--- config.mk ---
export PLATFORM = sky130hd
export DESIGN_NAME = aof_top
export DESIGN_NICKNAME = d
export VERILOG_FILES = /design/src/placeholder_end.sv /design/src/aof_pkg.sv /design/src/aof_top.sv
export SDC_FILE = /design/constraint.sdc
export NUM_CORES = 1
export LEC_CHECK = 0
export ABC_AREA = 1
export BUFFER_PORTS_ARGS = -buffer_cell sky130_fd_sc_hd__clkbuf_2
export CORE_AREA = 2 2 182 184
export DETAILED_ROUTE_END_ITERATION = 8
export DIE_AREA = 0 0 184 186
export PLACE_DENSITY = 0.55
export SYNTH_ARGS = -nofsm -noshare
export SYNTH_HDL_FRONTEND = slang
export SYNTH_SLANG_ARGS = --single-unit
export TNS_END_PERCENT = 5
--- constraint.sdc ---
create_clock -name clk_i -period 2.1 [get_ports clk_i]
set_input_delay 0.21 -clock clk_i [delete_from_list [all_inputs] [get_ports clk_i]]
set_output_delay 0.21 -clock clk_i [all_outputs]
set_load 0.005 [all_outputs]
--- src/placeholder_end.sv ---
// Intentionally empty compilation unit.
`default_nettype none
`default_nettype wire

--- src/aof_pkg.sv ---
// Shared constants and types for the ADC output-format configuration bank.
// Assumes an 8-bit register address, 16-bit register data and four channels.
`default_nettype none
package aof_pkg;
  localparam int AW = 8;
  localparam int DW = 16;
  localparam int NCH = 4;
  localparam int WMAX = 18;
  // Register addresses as printed.
  localparam logic [7:0] ADR_GLOBAL_FILT = 8'h29;
  localparam logic [7:0] ADR_CHAN_FILT0 = 8'h2E;
  localparam logic [7:0] ADR_OUT_RATE = 8'h38;
  localparam logic [7:0] ADR_PHASE_REF = 8'h42;
  localparam logic [7:0] ADR_PATTERN = 8'h45;
  localparam logic [7:0] ADR_SERIAL = 8'h46;
  localparam logic [7:0] ADR_LANE_MAP1 = 8'h50;
  localparam logic [7:0] ADR_RESOLUTION = 8'hB3;
  localparam logic [7:0] ADR_EXT_REF_EN = 8'hF0;
  // Field positions.
  localparam int GATE_BIT = 15;
  localparam int FILT_USE_BIT = 0;
  localparam int TAP_BIT = 2;
  localparam int DEC_LSB = 4;
  localparam int SHAPE_LSB = 7;
  localparam int GLOBAL_FILT_BIT = 1;
  localparam int RATE_LSB = 0;
  localparam int PHASE_LSB = 5;
  localparam int EXTREF_BIT = 3;
  localparam int SYNC_BIT = 1;
  localparam int DESKEW_BIT = 0;
  localparam int W18_BIT = 12;
  localparam int W16_BIT = 11;
  localparam int W14_BIT = 10;
  localparam int PAD_BIT = 5;
  localparam int MSB_BIT = 3;
  localparam int SIGNED_BIT = 2;
  localparam int DUAL_BIT = 0;
  localparam int RES_BIT = 0;
  // Writable bits of each register; all other bits read as zero.
  localparam logic [15:0] CHAN_MASK = 16'h03F5;
  localparam logic [15:0] GLOBAL_MASK = 16'h0002;
  localparam logic [15:0] RATE_MASK = 16'h0003;
  localparam logic [15:0] PHREF_MASK = 16'h8068;
  localparam logic [15:0] PHASE_FIELD = 16'h0060;
  localparam logic [15:0] PATTERN_MASK = 16'h0003;
  localparam logic [15:0] SERIAL_MASK = 16'h9C2D;
  localparam logic [15:0] MAP1_MASK = 16'h8FFF;
  localparam logic [15:0] RES_MASK = 16'h8001;
  localparam logic [15:0] EXTREF_MASK = 16'h8000;
  // Reset values.
  localparam logic [15:0] ZERO_RST = 16'h0000;
  localparam logic [15:0] PHREF_RST = 16'h0040;
  localparam logic [1:0] PHASE_DEFAULT = 2'h2;
  // Alignment words.
  localparam logic [15:0] SYNC_WORD = 16'hFF00;
  localparam logic [15:0] DESKEW_WORD = 16'hAAAA;
  // Serialized word lengths.
  localparam logic [4:0] LEN18 = 5'h12;
  localparam logic [4:0] LEN16 = 5'h10;
  localparam logic [4:0] LEN14 = 5'h0E;
  // Decimation codes.
  localparam logic [2:0] DEC_BY2 = 3'h0;
  localparam logic [2:0] DEC_BY4 = 3'h1;
  localparam logic [2:0] DEC_BY8 = 3'h4;
  typedef enum logic [2:0] {
    SHAPE_LP2 = 3'h0,
    SHAPE_HP2 = 3'h1,
    SHAPE_LP4 = 3'h2,
    SHAPE_BP1_4 = 3'h3,
    SHAPE_BP2_4 = 3'h4,
    SHAPE_HP4 = 3'h5
  } aof_shape_t;
  typedef struct packed {
    logic use_filter;
    logic tap_odd;
    logic [2:0] dec;
    logic [2:0] shape;
  } aof_chan_t;
  typedef struct packed {
    logic [4:0] len;
    logic msb_first;
    logic signed_fmt;
    logic dual_lane;
  } aof_ser_t;
endpackage
`default_nettype wire

--- src/aof_top.sv ---
// Configuration bank and output word former of a quad ADC digital back end.
// Assumes converter samples arrive on clk_i and the frame clock arrives from a pin.
// What this block does
// [RULE_01] Channel filter-use bit 0 bypasses the decimation filter, 1 applies it.
// [RULE_02] Tap-parity bit 0 selects even-tap filter, 1 selects odd-tap filter.
// [RULE_03] Decimation field codes 000, 001, 100 mean by 2, 4, 8; others forbidden.
// [RULE_04] Filter-type field selects one of six low, high or band-pass filters.
// [RULE_05] Output-rate code 0..3 gives full, half, quarter or eighth data rate.
// [RULE_06] Phase/reference gate bit makes bits 6, 5 and 3 take effect.
// [RULE_07] Bit-clock phase resets to 10 but reads 00 until first written.
// [RULE_08] Bit-clock phase field sets bit-clock phase against frame clock edge.
// [RULE_09] External reference needs the 0x42 bit and the 0xF0 enable both set.
// [RULE_10] Sync-pattern bit replaces every channel's data with word FF00.
// [RULE_11] Deskew-pattern bit replaces every channel's data with alternating ones and zeros.
// [RULE_12] Wire-mode bit picks one lane or two lanes with half-rate frame clock.
// [RULE_13] Resolution gate bit 0 forbids selecting the low-power 14-bit mode.
// [RULE_14] With gate set, select bit 0 gives 16-bit, 1 gives 14-bit resolution.
// [RULE_15] Channel filter-use works only with global digital-filter enable set.
// [RULE_16] Lane-map codes 0000-0111 pick a byte; top bit set powers the lane down.
// [RULE_17] Gated serializer control picks 14, 16 or 18 bits, optional zero pad.
// [RULE_18] Bit-order bit picks LSB or MSB first; format bit picks offset or signed.
//
// Local design decision: the plain strobed port.
`default_nettype none
module aof_top (
  // Clock and reset.
  input wire logic clk_i,
  input wire logic rstn_i,
  // Register port.
  input wire logic [aof_pkg::AW-1:0] addr_i,
  input wire logic [aof_pkg::DW-1:0] wdata_i,
  input wire logic we_i,
  input wire logic re_i,
  output logic [aof_pkg::DW-1:0] rdata_o,
  // Converter samples and frame clock pin.
  input wire logic [aof_pkg::NCH-1:0][15:0] sample_i,
  input wire logic frame_clock_i,
  // Effective configuration.
  output aof_pkg::aof_chan_t [aof_pkg::NCH-1:0] chan_cfg_o,
  output logic [1:0] out_rate_o,
  output logic [1:0] bit_clock_phase_o,
  output logic external_ref_o,
  output logic resolution_14b_o,
  output aof_pkg::aof_ser_t ser_cfg_o,
  output logic lane_map_group1_en_o,
  output logic [11:0] lane_map_field_o,
  output logic [2:0] lane_pd_o,
  // Formed words, one per channel, first bit to send at bit 17.
  output logic [aof_pkg::NCH-1:0][aof_pkg::WMAX-1:0] word_o,
  output logic word_valid_o
);
  import aof_pkg::*;

  // Raw register images; reserved bits are held at zero so reads need no mask.
  logic [NCH-1:0][15:0] chan_q, chan_d;
  logic [15:0] glob_q, glob_d, rate_q, rate_d, phref_q, phref_d, pat_q, pat_d;
  logic [15:0] ser_q, ser_d, map_q, map_d, res_q, res_d, extref_q, extref_d;
  // Set by any write to the phase register; only reset clears it again.
  logic phase_wr_q, phase_wr_d;
  logic [15:0] rdata_q, rdata_d;

  // Register writes and read mux; reserved bits are masked off at write time.
  always_comb begin
    chan_d = chan_q;
    glob_d = glob_q;
    rate_d = rate_q;
    phref_d = phref_q;
    pat_d = pat_q;
    ser_d = ser_q;
    map_d = map_q;
    res_d = res_q;
    extref_d = extref_q;
    phase_wr_d = phase_wr_q;
    rdata_d = ZERO_RST;
    if (we_i) begin
      // Channel filter registers sit at consecutive addresses from the first one.
      for (int c = 0; c < NCH; c++) begin
        if (addr_i == ADR_CHAN_FILT0 + 8'(c)) begin
          chan_d[c] = wdata_i & CHAN_MASK;
        end
      end
      // Writes to unmapped addresses fall through and change nothing.
      unique case (addr_i)
        ADR_GLOBAL_FILT: glob_d = wdata_i & GLOBAL_MASK;
        ADR_OUT_RATE: rate_d = wdata_i & RATE_MASK;
        ADR_PHASE_REF: begin
          phref_d = wdata_i & PHREF_MASK;
          phase_wr_d = 1'b1; // [RULE_07]
        end
        ADR_PATTERN: pat_d = wdata_i & PATTERN_MASK;
        ADR_SERIAL: ser_d = wdata_i & SERIAL_MASK;
        ADR_LANE_MAP1: map_d = wdata_i & MAP1_MASK;
        ADR_RESOLUTION: res_d = wdata_i & RES_MASK;
        ADR_EXT_REF_EN: extref_d = wdata_i & EXTREF_MASK;
        default: ;
      endcase
    end
    // Read data are registered, so they stand only in the cycle after the strobe.
    if (re_i) begin
      for (int c = 0; c < NCH; c++) begin
        if (addr_i == ADR_CHAN_FILT0 + 8'(c)) begin
          rdata_d = chan_q[c];
        end
      end
      unique case (addr_i)
        ADR_GLOBAL_FILT: rdata_d = glob_q;
        ADR_OUT_RATE: rdata_d = rate_q;
        // The phase field hides its default until software first writes it.
        ADR_PHASE_REF: rdata_d = phase_wr_q ? phref_q : (phref_q & ~PHASE_FIELD); // [RULE_07]
        ADR_PATTERN: rdata_d = pat_q;
        ADR_SERIAL: rdata_d = ser_q;
        ADR_LANE_MAP1: rdata_d = map_q;
        ADR_RESOLUTION: rdata_d = res_q;
        ADR_EXT_REF_EN: rdata_d = extref_q;
        default: ;
      endcase
    end
  end

  // Register storage.
  // Only the phase register has a non-zero reset value, its hidden default.
  always_ff @(posedge clk_i or negedge rstn_i) begin
    if (!rstn_i) begin
      chan_q <= '0;
      glob_q <= ZERO_RST;
      rate_q <= ZERO_RST;
      phref_q <= PHREF_RST;
      pat_q <= ZERO_RST;
      ser_q <= ZERO_RST;
      map_q <= ZERO_RST;
      res_q <= ZERO_RST;
      extref_q <= ZERO_RST;
      phase_wr_q <= 1'b0;
      rdata_q <= ZERO_RST;
    end else begin
      chan_q <= chan_d;
      glob_q <= glob_d;
      rate_q <= rate_d;
      phref_q <= phref_d;
      pat_q <= pat_d;
      ser_q <= ser_d;
      map_q <= map_d;
      res_q <= res_d;
      extref_q <= extref_d;
      phase_wr_q <= phase_wr_d;
      rdata_q <= rdata_d;
    end
  end

  // Frame clock synchroniser; sync1 feeds only sync2, and a level counts once
  // sync2 and sync3 agree, which filters a single-sample glitch.
  // The pin must idle low out of reset, or its first high level reads as an edge.
  logic sync1_q, sync2_q, sync3_q, frame_lvl_q, frame_lvl_d, frame_rise;
  always_comb begin
    frame_lvl_d = (sync2_q == sync3_q) ? sync2_q : frame_lvl_q;
    frame_rise = sync2_q & sync3_q & ~frame_lvl_q;
  end
  always_ff @(posedge clk_i or negedge rstn_i) begin
    if (!rstn_i) begin
      sync1_q <= 1'b0;
      sync2_q <= 1'b0;
      sync3_q <= 1'b0;
      frame_lvl_q <= 1'b0;
    end else begin
      sync1_q <= frame_clock_i;
      sync2_q <= sync1_q;
      sync3_q <= sync2_q;
      frame_lvl_q <= frame_lvl_d;
    end
  end

  // Effective configuration derived from the raw registers.
  aof_chan_t [NCH-1:0] chan_cfg_d;
  aof_ser_t ser_cfg_d;
  logic [1:0] phase_d;
  logic ext_ref_d, res14_d;
  logic [2:0] lane_pd_d;
  always_comb begin
    for (int c = 0; c < NCH; c++) begin
      // Per-channel enable only counts under the global filter enable.
      chan_cfg_d[c].use_filter = chan_q[c][FILT_USE_BIT] & glob_q[GLOBAL_FILT_BIT]; // [RULE_01] [RULE_15]
      chan_cfg_d[c].tap_odd = chan_q[c][TAP_BIT]; // [RULE_02]
      // Illegal decimation codes pass through unchanged; downstream must not rely on them.
      chan_cfg_d[c].dec = chan_q[c][DEC_LSB +: 3]; // [RULE_03]
      chan_cfg_d[c].shape = chan_q[c][SHAPE_LSB +: 3]; // [RULE_04]
    end
    // With the gate low the phase stays at its default and the reference internal.
    phase_d = phref_q[GATE_BIT] ? phref_q[PHASE_LSB +: 2] : PHASE_DEFAULT; // [RULE_06] [RULE_08]
    // Both enables are needed, so a stray write to either one cannot switch the reference.
    ext_ref_d = phref_q[GATE_BIT] & phref_q[EXTREF_BIT] & extref_q[GATE_BIT]; // [RULE_06] [RULE_09]
    res14_d = res_q[GATE_BIT] & res_q[RES_BIT]; // [RULE_13] [RULE_14]
    // Serializer width; when several widths are set the widest wins.
    ser_cfg_d.len = res14_d ? LEN14 : LEN16;
    if (ser_q[GATE_BIT]) begin
      if (ser_q[W18_BIT]) begin
        ser_cfg_d.len = LEN18; // [RULE_17]
      end else if (ser_q[W16_BIT]) begin
        ser_cfg_d.len = LEN16; // [RULE_17]
      end else if (ser_q[W14_BIT]) begin
        ser_cfg_d.len = ser_q[PAD_BIT] ? LEN16 : LEN14; // [RULE_17]
      end
    end
    // Format bits count only under the serializer gate, like the width bits.
    ser_cfg_d.msb_first = ser_q[GATE_BIT] & ser_q[MSB_BIT]; // [RULE_18]
    ser_cfg_d.signed_fmt = ser_q[GATE_BIT] & ser_q[SIGNED_BIT]; // [RULE_18]
    ser_cfg_d.dual_lane = ser_q[GATE_BIT] & ser_q[DUAL_BIT]; // [RULE_12]
    // A lane buffer powers down only while the first mapping group is enabled.
    for (int l = 0; l < 3; l++) begin
      lane_pd_d[l] = map_q[GATE_BIT] & map_q[4*l+3]; // [RULE_16]
    end
  end

  // Output word forming on each frame edge that the output rate keeps.
  // The rate counter free-runs on frame edges, so after a rate change the first kept
  // edge depends on where it stood; software cannot choose which edge is kept.
  logic [2:0] rate_cnt_q, rate_cnt_d;
  logic [2:0] keep_mask;
  logic take;
  logic [NCH-1:0][WMAX-1:0] word_d;
  logic [15:0] raw;
  logic [WMAX-1:0] w;
  logic [WMAX-1:0] rev;
  always_comb begin
    raw = '0;
    w = '0;
    rev = '0;
    // Rate code n keeps one frame edge in every two to the power n.
    unique case (rate_q[RATE_LSB +: 2])
      2'h0: keep_mask = 3'h0; // [RULE_05]
      2'h1: keep_mask = 3'h1; // [RULE_05]
      2'h2: keep_mask = 3'h3; // [RULE_05]
      2'h3: keep_mask = 3'h7; // [RULE_05]
    endcase
    take = frame_rise & ((rate_cnt_q & keep_mask) == 3'h0);
    rate_cnt_d = frame_rise ? rate_cnt_q + 3'h1 : rate_cnt_q;
    word_d = word_o;
    for (int c = 0; c < NCH; c++) begin
      // Sync outranks deskew when both are set.
      if (pat_q[SYNC_BIT]) begin
        raw = SYNC_WORD; // [RULE_10]
      end else if (pat_q[DESKEW_BIT]) begin
        raw = DESKEW_WORD; // [RULE_11]
      end else begin
        raw = sample_i[c];
      end
      // Samples are left-aligned offset binary; flip the top bit for signed output.
      // Patterns skip the flip so the receiver always sees the fixed alignment words.
      if (ser_cfg_d.signed_fmt && !pat_q[SYNC_BIT] && !pat_q[DESKEW_BIT]) begin
        raw[15] = ~raw[15]; // [RULE_18]
      end
      // Left-justify in the 18-bit field; the 14-bit case drops two low bits.
      w = {raw, 2'h0};
      if (ser_cfg_d.len == LEN14 || (ser_cfg_d.len == LEN16 && ser_q[GATE_BIT]
          && !ser_q[W18_BIT] && !ser_q[W16_BIT] && ser_q[W14_BIT])) begin
        w = {raw[15:2], 4'h0}; // [RULE_17]
      end
      // LSB first: reverse the active bits and keep them left-justified.
      for (int b = 0; b < WMAX; b++) begin
        rev[b] = w[WMAX-1-b];
      end
      rev = rev << (5'(WMAX) - ser_cfg_d.len);
      if (take) begin
        word_d[c] = ser_cfg_d.msb_first ? w : rev; // [RULE_18]
      end
    end
  end

  // Output registers; every top-level output comes from here or the register bank.
  // Registering every output costs a cycle of lag but keeps the outputs glitch free.
  always_ff @(posedge clk_i or negedge rstn_i) begin
    if (!rstn_i) begin
      rate_cnt_q <= 3'h0;
      word_o <= '0;
      word_valid_o <= 1'b0;
      chan_cfg_o <= '0;
      out_rate_o <= 2'h0;
      bit_clock_phase_o <= PHASE_DEFAULT;
      external_ref_o <= 1'b0;
      resolution_14b_o <= 1'b0;
      ser_cfg_o <= '{len: LEN16, default: 1'b0};
      lane_map_group1_en_o <= 1'b0;
      lane_map_field_o <= 12'h000;
      lane_pd_o <= 3'h0;
    end else begin
      rate_cnt_q <= rate_cnt_d;
      word_o <= word_d;
      word_valid_o <= take;
      chan_cfg_o <= chan_cfg_d;
      out_rate_o <= rate_q[RATE_LSB +: 2];
      bit_clock_phase_o <= phase_d;
      external_ref_o <= ext_ref_d;
      resolution_14b_o <= res14_d;
      ser_cfg_o <= ser_cfg_d;
      lane_map_group1_en_o <= map_q[GATE_BIT];
      lane_map_field_o <= map_q[11:0];
      lane_pd_o <= lane_pd_d;
    end
  end

  // Read data leave straight from their register.
  assign rdata_o = rdata_q;
endmodule
`default_nettype wire

==> impl_metrics.csv, run 1 <==
group,metric,value,unit
timing,rsz0062_at_grt,"false",
pwr,power.static_leakage,7.68,nW
hold_path,count_of_cells_along_the_worst_hold_path,3,
synthesis,synthesis.yosys.warnings,0,
clock_tree,clock-sinks,220,
worst_setup_path,critical_path_at,2.38,ns
layout,area_growth_syn_to_layout,24.3,%
timing,pnr_worst_setup_slack,0.206,ns
layout,finish.net_count,1823,
floorplanning,fp.dieH,186,microns
worst_setup_path,timing.reg2reg.worst_path_depth,7,
clock_tree,clock_h_tree_levels,1,
job,drv_cap,0,
layout,most_used_cells_in_the_layout_excluding_fill_and_tap_cells,"sky130_fd_sc_hd__nand2_1 (532), sky130_fd_sc_hd__clkbuf_2 (237), sky130_fd_sc_hd__dfrtp_1 (217)",
timing,setup_total_negative_slack,0,ns
placed_design,io_buffer_count,238,
synthesis,post_synth_edffs,0,
synthesis,yosys_most_used_dff,"sky130_fd_sc_hd__dfrtp_1",
routing,drc,0,
floorplanning,dieWidth,184,microns
synthesis,synthDominantAreaCellType,"sky130_fd_sc_hd__dfrtp_1",
timing,pins_over_slew_limit,0,
layout,final.fill_count,3382,
clock_tree,tritoncts,"done",
worst_setup_path,start_kind,"register",
layout,layout.area.seq,5510,sq um
layout,multi_input_gate_area_in_the_final_layout,4790,sq um
global_route,antenna_violations_before_repair,1,
pwr,pwr-share-clk,39.7,%
worst_setup_path,crit_path_top_delay_cell,"sky130_fd_sc_hd__inv_1",
worst_setup_path,critical_path_class,"register to register",
layout,final_layout_size_suffix_gt1_share,23.0,%
worst_setup_path,critical_path_required,2.59,ns
clock_tree,clock_tree.root_cell,"sky130_fd_sc_hd__clkbuf_16",
global_route,wire_length_of_the_first_global_routing_pass,55900,microns
timing,skew,0.0212,ns
timing,final_period_minus_worst_setup_slack,1.89,ns
timing,timing.slew.headroom,59.0,%
worst_setup_path,worstPathCellList,"inv_1, o21ai_0, nand3_1, nand3_1, nand3_1, nand2_1, inv_1",
global_route,grt_max_degree,74,
synthesis,synth_cell_type_count,41,
worst_setup_path,crit_path_max_fanout,14,
synthesis,yosys-top-cells-area,"sky130_fd_sc_hd__dfrtp_1 (49%), sky130_fd_sc_hd__nand2_1 (18%), sky130_fd_sc_hd__nand3_1 (5.9%), sky130_fd_sc_hd__nor2_1 (4.7%), sky130_fd_sc_hd__o21ai_0 (4.1%)",
timing,final_critical_path_share_of_the_clock_period,90.2,%
floorplanning,core-area,32200,sq um
placed_design,hpwlAfterDp,26400,microns
clock_tree,cts_buffers,26,
synthesis,synthesis.area,11200,sq um
synthesis,yosys_reg_bits,220,
global_route,grt-ovfl-total,0,
synthesis,post_synth_inst_count,1490,
routing,viasPerCell,4.86,
worst_setup_path,critPathMostFrequentCell,"sky130_fd_sc_hd__nand3_1",
clock_tree,clk_latency,0.56,ns
pwr,power.switching_fraction,29.4,%
worst_setup_path,cp_slowest_stage_delay,0.50,ns
placed_design,dp_worst_setup_slack,0.258,ns
pwr,total_switching_power,3.41,mW
timing,setup_viol,0,
worst_setup_path,worst_setup_path_end_kind,"register",
layout,n_antenna_cell,0,
routing,detail_route.iter0.violations,910,
synthesis,asyncSetResetFlopFracSynth,100,%
clock_tree,clock_path_buffers,3,
timing,tightestPinTransition,0.609,ns
routing,dr.pass1.iters,5,
routing,ant_nets,0,
floorplanning,io-pin-count,244,
floorplanning,initial_utilization,34.7,%
clock_tree,cts_setup_buffers,0,
floorplanning,dieArea,34200,sq um
outcome,outcome,"complete, no violations",
layout,layout.cells.most_common,"sky130_fd_sc_hd__nand2_1",
hold_path,min-delay-path-class,"input pin to register",
pwr,comb_power_share,17.0,%
timing,max_freq,0.528,GHz
synthesis,synth-seq-area-share,49.3,%
routing,route.final.wire_length,36500,microns
pwr,power.density_cell_area,837,nW/um^2
placed_design,place.gp.congestion,0.901,
synthesis,syn_area_per_cell,7.50,sq um
floorplanning,rows,66,
timing,hold_viol,0,
pwr,max-vdd-ir-drop,672,uV
routing,route.vias.total,10500,
global_route,globalRouteTotalUtil,21.1,%
global_route,first_global_vias,10100,
pwr,power.sequential.fraction,43.2,%
synthesis,yosys.area.top_type_share,48.6,%
clock_tree,clk_pin_slew,0.06,ns
routing,drt-wirelength-per-cell,16.9,microns
pwr,p_int,8.21,mW
[cell families after synthesis]
group | Yosys count | synth area share, %
simple gates | 879 | 33.6
flops | 220 | 49.3
buf+inv | 204 | 7.93
compound gates | 176 | 8.16
xor+xnor | 5 | 0.392
mux | 3 | 0.302
fa+ha+maj | 2 | 0.224
other cells | 1 | 0.0336
[worst max-delay path, delay by kind of cell, from the launching register on]
| family | cells | cell delay, ns |
|---|---|---|
| AOI/OAI and AO/OA | 1 | 0.33 |
| buffers and inverters | 2 | 0.54 |
| DFF | 1 | 0.47 |
| and+or+nand+nor | 4 | 0.48 |
[area by class of cell]
class / instances / area share (%)
clock inverter: 16 / 1.32
tap: 408 / 3.68
sequential: 220 / 39.7
clock buffer: 32 / 5.06
inverter: 129 / 3.51
timing repair buffer: 283 / 12.3
multi-input combinational: 1068 / 34.5
[state kept, by name (all words and copies together), names as in the netlist, 4 cells and up]
signal / cells
ser_cfg_o: 6
chan_cfg_o: 32
rdata_o: 14
chan_q: 4
phref_q: 4
lane_map_field_o: 12
word_o: 72
ser_q: 8
map_q: 13
chan_cfg_d: 28
[cells in the mapped netlist, types with 4 or more instances]
| cell | number |
|---|---|
| sky130_fd_sc_hd__o21ai_1 | 12 |
| sky130_fd_sc_hd__nand4_1 | 4 |
| sky130_fd_sc_hd__nand3_1 | 132 |
| sky130_fd_sc_hd__xor2_1 | 4 |
| sky130_fd_sc_hd__buf_2 | 25 |
| sky130_fd_sc_hd__nor2_1 | 139 |
| sky130_fd_sc_hd__or2_2 | 42 |
| sky130_fd_sc_hd__inv_2 | 7 |
| sky130_fd_sc_hd__a21oi_1 | 64 |
| sky130_fd_sc_hd__o21ai_0 | 92 |
| sky130_fd_sc_hd__nand2_2 | 8 |
| sky130_fd_sc_hd__clkbuf_1 | 28 |
| sky130_fd_sc_hd__buf_4 | 17 |
| sky130_fd_sc_hd__nor2_4 | 5 |
| sky130_fd_sc_hd__inv_1 | 121 |
| sky130_fd_sc_hd__dfrtp_1 | 217 |
| sky130_fd_sc_hd__nand2_1 | 533 |
[final timing paths]
check,from,to,slack (ns)
max reg2reg,pat_q[1],word_o[12],0.21
min reg2reg,sync1_q,sync2_q,0.35
max,pat_q[1],word_o[12],0.21
min,wdata_i[7],chan_cfg_d[16],0.02
min in group asynchronous,rstn_i,rdata_o[11],0.20
max in group asynchronous,rstn_i,ser_cfg_o[7],1.15
[repair_timing]
action	CTS	global route
endpoints found under the hold margin	81	0
gates resized for setup	0	1
setup endpoints to repair	0	2
hold buffers	11	0
[power by group through the flow]
| stage | combinational (mW) | sequential, mW | clock (mW) |
|---|---|---|---|
| 6_report | 1.98 | 5.03 | 4.62 |
| 2_1_floorplan | 1.03 | 5.05 | 0 |
| 3_3_place_gp | 1.97 | 5.09 | 0 |
| 3_5_place_dp | 1.98 | 5.11 | 0 |
| 5_1_grt | 2.27 | 5.08 | 4.91 |
| 4_1_cts | 2.01 | 5.03 | 4.73 |
[metrics by stage]
stage	util, %	hold WS (ns)	std cells	total power [mW]	cell area (sq um)
4_1_cts	43.1	0.0100	2156	11.8	13900
5_1_grt	43.1	0.0342	2156	12.3	13900
6_report	43.1	0.0222	2156	11.6	13900
3_5_place_dp	40.0	0.206	2097	7.08	12900
3_3_place_gp	40.0	0.201	2097	7.06	12900
2_1_floorplan	-	-0.0856	1492	6.08	11200
[routing by layer]
metal	vias to the layer above	share of wire (%)	wire length [microns]	GRT usage, %
li1	5150	-	-	-
met1	4913	45	16300	29.0
met2	345	45	16400	33.0
met3	69	7.7	2800	4.99
met4	2	2.8	1010	6.91
met5	-	0.036	13	0
No activity file was read; power rests on OpenSTA's default activity.
==> run 2, diff against run 1 <==
Settings changed: PLACE_DENSITY 0.55 to 0.66.
==> impl_metrics.csv, run 2 (synthesis gave the netlist of run 1 again) <==
group,metric,value,unit
clock_tree,cts_setup_buffers,0,
layout,instances_no_fill,2150,
floorplanning,core-area,32200,sq um
layout,finalInstanceArea,13900,sq um
job,drv_cap,0,
global_route,globalRouteTotalUtil,20.5,%
routing,route.vias.total,10600,
placed_design,hpwlAfterDp,25700,microns
timing,final_period_minus_worst_setup_slack,1.93,ns
routing,detail_route.iter0.violations,820,
hold_path,min-delay-path-class,"input pin to register",
floorplanning,dieWidth,184,microns
layout,layout.cells.most_common,"sky130_fd_sc_hd__nand2_1",
routing,drt-wirelength-per-cell,16.7,microns
pwr,power.static_leakage,7.67,nW
pwr,design_power_total,11.8,mW
worst_setup_path,start_kind,"register",
pwr,max-vdd-ir-drop,592,uV
routing,ant_nets,0,
floorplanning,rows,66,
timing,setup_viol,0,
clock_tree,clock_tree.root_cell,"sky130_fd_sc_hd__clkbuf_16",
floorplanning,dieArea,34200,sq um
worst_setup_path,crit_path_max_fanout,16,
pwr,power.density_cell_area,851,nW/um^2
routing,route.final.wire_length,35900,microns
timing,max_freq,0.517,GHz
worst_setup_path,critical_path_at,2.42,ns
clock_tree,clock-sinks,220,
routing,dr.pass1.iters,5,
placed_design,io_buffer_count,238,
global_route,antenna_violations_before_repair,0,
global_route,grt_max_degree,74,
floorplanning,initial_utilization,34.7,%
timing,setup_total_negative_slack,0,ns
worst_setup_path,r2r_slack,0.17,ns
placed_design,dp_worst_setup_slack,0.245,ns
timing,rsz0062_at_grt,"true",
layout,final_layout_size_suffix_gt1_share,22.8,%
layout,finish.net_count,1818,
clock_tree,cts_buffers,26,
timing,skew,0.0151,ns
outcome,outcome,"complete, no violations",
timing,finalHoldWorstSlack,0.0256,ns
layout,post-route-util,43.0,%
clock_tree,clock_h_tree_levels,1,
timing,pnr_worst_setup_slack,0.166,ns
timing,pins_over_slew_limit,0,
clock_tree,clock_path_buffers,3,
worst_setup_path,critical_path_class,"register to register",
clock_tree,number_of_gates_resized_after_cts,0,
clock_tree,clk_pin_slew,0.06,ns
layout,biggest_register,"word_o",
floorplanning,io-pin-count,244,
worst_setup_path,critical_path_required,2.59,ns
worst_setup_path,worst_setup_path_end_kind,"register",
global_route,grt-ovfl-total,0,
routing,drc,0,
floorplanning,fp.dieH,186,microns
layout,area_growth_syn_to_layout,24.1,%
timing,tightestPinTransition,0.633,ns
timing,hold_viol,0,
global_route,first_global_vias,10300,
global_route,wire_length_of_the_first_global_routing_pass,55100,microns
clock_tree,clk_latency,0.55,ns
layout,most_used_cells_in_the_layout_excluding_fill_and_tap_cells,"sky130_fd_sc_hd__nand2_1 (532), sky130_fd_sc_hd__clkbuf_2 (237), sky130_fd_sc_hd__dfrtp_1 (217)",
placed_design,dp_cells,2094,
layout,n_antenna_cell,0,
layout,flip_flop_count_of_the_largest_register_all_copies_and_words_added,72,
routing,viasPerCell,4.95,
clock_tree,tritoncts,"done",
timing,final_critical_path_share_of_the_clock_period,92.1,%
placed_design,place.gp.congestion,0.914,
timing,timing.slew.headroom,57.7,%
placed_design,placedInstanceArea,12900,sq um
[run 2: timing repair]
action / CTS / global route
setup endpoints to repair: 0 / 1
hold buffers: 9 / 0
hold endpoints to repair: 65 / 0
[run 2: final cells by class]
class	instances	area, sq um
Clock buffer	33	707
Multi-Input combinational cell	1068	4780
Clock inverter	14	204
Inverter	129	487
Fill cell	3298	18300
Timing Repair Buffer	278	1660
Tap cell	408	510
Sequential cell	220	5510
[run 2: routing by layer]
layer	up-vias	global-route usage, %	routed length, microns
li1	5126	-	-
met1	5040	27.2	15300
met2	382	33.7	16800
met3	89	3.76	2510
met4	0	7.42	1220
met5	-	0	0
[run 2: worst paths after layout]
path,cells past startpoint,start,endpoint
max,7,pat_q[1],word_o[12]
min,3,re_i,rdata_o[9]
max reg2reg,7,pat_q[1],word_o[12]
min reg2reg,0,sync1_q,sync2_q
max in group asynchronous,3,rstn_i,phref_q[6]
min in group asynchronous,2,rstn_i,chan_cfg_o[3]
[run 2: report_power, final]
part | internal, mW | switching [mW] | total (mW)
combinational | 0.834 | 1.15 | 1.99
clock | 2.89 | 1.88 | 4.77
sequential | 4.71 | 0.322 | 5.03
[run 2: worst max-delay path, cell delays in order, from the launching register on]
cell	delay, ns
sky130_fd_sc_hd__dfrtp_1	0.50
sky130_fd_sc_hd__inv_1	0.53
sky130_fd_sc_hd__o21ai_0	0.31
sky130_fd_sc_hd__nand3_1	0.20
sky130_fd_sc_hd__nand3_1	0.13
sky130_fd_sc_hd__nand3_1	0.10
sky130_fd_sc_hd__nand2_1	0.05
sky130_fd_sc_hd__inv_1	0.04
==> run 3, diff against run 2 <==
Settings changed: PLACE_DENSITY 0.66 to 0.62.
==> impl_metrics.csv, run 3 (synthesis gave the netlist of run 1 again) <==
group,metric,value,unit
global_route,antenna_violations_before_repair,2,
worst_setup_path,critical_path_class,"register to register",
routing,viasPerCell,4.98,
floorplanning,dieWidth,184,microns
floorplanning,fp.dieH,186,microns
routing,routedLengthMet1,15100,microns
timing,timing.slew.headroom,59.1,%
pwr,total_switching_power,3.28,mW
timing,rsz0062_at_grt,"false",
worst_setup_path,critical_path_required,2.55,ns
hold_path,min-delay-path-class,"input pin to register",
clock_tree,clk_latency,0.55,ns
worst_setup_path,cp_slowest_stage_delay,0.41,ns
global_route,grt_max_degree,74,
clock_tree,clk_pin_slew,0.06,ns
global_route,wire_length_of_the_first_global_routing_pass,55200,microns
pwr,pwr-share-clk,40.5,%
worst_setup_path,start_kind,"register",
hold_path,worst_hold_path.endpoint,"chan_cfg_d[29]",
routing,drc,0,
routing,route.vias.total,10700,
layout,final.fill_count,3308,
timing,pins_over_slew_limit,0,
worst_setup_path,cp_top_family,"simple AND/OR/NAND/NOR gates",
worst_setup_path,crit_path_top_delay_cell,"sky130_fd_sc_hd__dfrtp_1",
floorplanning,io-pin-count,244,
worst_setup_path,rr_startpoint,"res_q[0]",
layout,n_antenna_cell,0,
pwr,max-vdd-ir-drop,576,uV
timing,final_period_minus_worst_setup_slack,1.90,ns
worst_setup_path,worst_setup_path_end_kind,"register",
layout,multi_input_gate_area_in_the_final_layout,4790,sq um
worst_setup_path,r2r_slack,0.20,ns
routing,dr.pass1.iters,6,
layout,area_growth_syn_to_layout,24.4,%
placed_design,io_buffer_count,238,
placed_design,place.gp.congestion,0.880,
worst_setup_path,crit_path_max_fanout,10,
worst_setup_path,r2r-end,"word_o[37]",
pwr,power.density_cell_area,848,nW/um^2
layout,biggest_register,"word_o",
layout,flip_flop_count_of_the_largest_register_all_copies_and_words_added,72,
layout,layout.cells.most_common,"sky130_fd_sc_hd__nand2_1",
worst_setup_path,critical_path_at,2.34,ns
layout,layout.area.seq,5510,sq um
clock_tree,cts_buffers,26,
pwr,power.sequential.fraction,42.7,%
layout,finish.net_count,1817,
pwr,comb_power_share,16.8,%
timing,tightestPinTransition,0.613,ns
routing,detail_route.iter0.violations,763,
routing,top_layer_used,"met5",
clock_tree,cts_setup_buffers,0,
clock_tree,clock_h_tree_levels,1,
timing,hold_viol,0,
layout,post-route-util,43.1,%
placed_design,hpwlAfterDp,25900,microns
floorplanning,dieArea,34200,sq um
pwr,p_int,8.51,mW
layout,instances_no_fill,2150,
floorplanning,initial_utilization,34.7,%
worst_setup_path,timing.reg2reg.worst_path_depth,9,
timing,skew,0.0222,ns
worst_setup_path,worstPathCellList,"nand2_2, inv_2, nand2_2, nand2_1, a21oi_2, nand2_4, nor2_4, inv_1, o21ai_0",
clock_tree,clock-sinks,220,
global_route,grt-ovfl-total,0,
layout,final_layout_size_suffix_gt1_share,22.8,%
routing,route.final.wire_length,35900,microns
worst_setup_path,critPathMostFrequentCell,"sky130_fd_sc_hd__nand2_2",
global_route,first_global_vias,10300,
clock_tree,clock_path_buffers,3,
worst_setup_path,worst-path-buf-inv,2,
global_route,globalRouteTotalUtil,20.7,%
pwr,power.switching_fraction,27.8,%
pwr,power.static_leakage,7.68,nW
floorplanning,rows,66,
routing,wl_met2,16800,microns
floorplanning,core-area,32200,sq um
clock_tree,tritoncts,"done",
job,drv_cap,0,
clock_tree,clock_tree.root_cell,"sky130_fd_sc_hd__clkbuf_16",
timing,setup_viol,0,
routing,drt-wirelength-per-cell,16.7,microns
routing,ant_nets,0,
placed_design,dp_cells,2095,
routing,routed-wl-met3,2760,microns
hold_path,hp-start,"wdata_i[6]",
timing,setup_total_negative_slack,0,ns
timing,max_freq,0.527,GHz
outcome,outcome,"complete, no violations",
hold_path,count_of_cells_along_the_worst_hold_path,3,
layout,most_used_cells_in_the_layout_excluding_fill_and_tap_cells,"sky130_fd_sc_hd__nand2_1 (532), sky130_fd_sc_hd__clkbuf_2 (237), sky130_fd_sc_hd__dfrtp_1 (217)",
timing,final_critical_path_share_of_the_clock_period,90.4,%
run 3: changes by cell type in the layout (fill, tap and decap cells not counted), sizes merged:
cell / previous run / this run
buf: 32 / 33
clkbuf: 270 / 274
clkinv: 7 / 5
dlygate4sd3: 9 / 7
inv: 130 / 129
run 3: cell type report:
| cell class | instances | share of cell area, % |
|---|---|---|
| clock buffers | 37 | 5.34 |
| repair buffers | 277 | 12.0 |
| well taps | 408 | 3.67 |
| inverters | 129 | 3.50 |
| multi-input cells | 1068 | 34.5 |
| clock inverters | 11 | 1.33 |
| flip-flops and latches | 220 | 39.6 |
run 3: how the worst max path moves through the flow:
stage,from,to,depth (start not counted)
floorplan,sync2_q,word_o[4],10
detailed placement,res_q[0],word_o[37],9
global route,res_q[0],word_o[37],9
finish,res_q[0],word_o[37],9
CTS,res_q[0],word_o[37],9
global placement,res_q[0],word_o[55],9
run 3: metal layers:
| layer | global-route usage (%) | vias to the layer above |
|---|---|---|
| met5 | 0 | - |
| met1 | 27.1 | 5030 |
| li1 | - | 5140 |
| met3 | 4.21 | 86 |
| met2 | 33.9 | 440 |
| met4 | 7.71 | 4 |
run 3: repair_timing:
item                                    CTS  global route
endpoints found under the hold margin   156             0
resized for setup                         0             1
endpoints found under the setup margin    0             6
hold buffers                              7             0
run 3: worst register-to-register path, cell delays in order, from the launching register on:
cell	delay, ns
sky130_fd_sc_hd__dfrtp_1	0.41
sky130_fd_sc_hd__nand2_2	0.11
sky130_fd_sc_hd__inv_2	0.05
sky130_fd_sc_hd__nand2_2	0.09
sky130_fd_sc_hd__nand2_1	0.10
sky130_fd_sc_hd__a21oi_2	0.32
sky130_fd_sc_hd__nand2_4	0.19
sky130_fd_sc_hd__nor2_4	0.15
sky130_fd_sc_hd__inv_1	0.17
sky130_fd_sc_hd__o21ai_0	0.21
run 3: through the flow:
stage	power, mW	hold slack [ns]	worst slack, ns	instance area (sq um)
CTS	11.9	0.00976	0.129	13900
global placement	7.04	0.138	0.251	12900
floorplan	6.08	-0.0856	0.473	11200
detailed placement	7.07	0.141	0.153	12900
global route	12.4	0.0382	0.0261	13900
finish	11.8	0.0265	0.201	13900
run 3: power by group through the flow:
stage	clock network (mW)	registers (mW)	logic [mW]
after floorplan	0	5.05	1.03
after global placement	0	5.09	1.95
after detailed placement	0	5.10	1.97
after CTS	4.89	5.03	2.00
after global routing	5.06	5.08	2.26
final	4.78	5.03	1.98
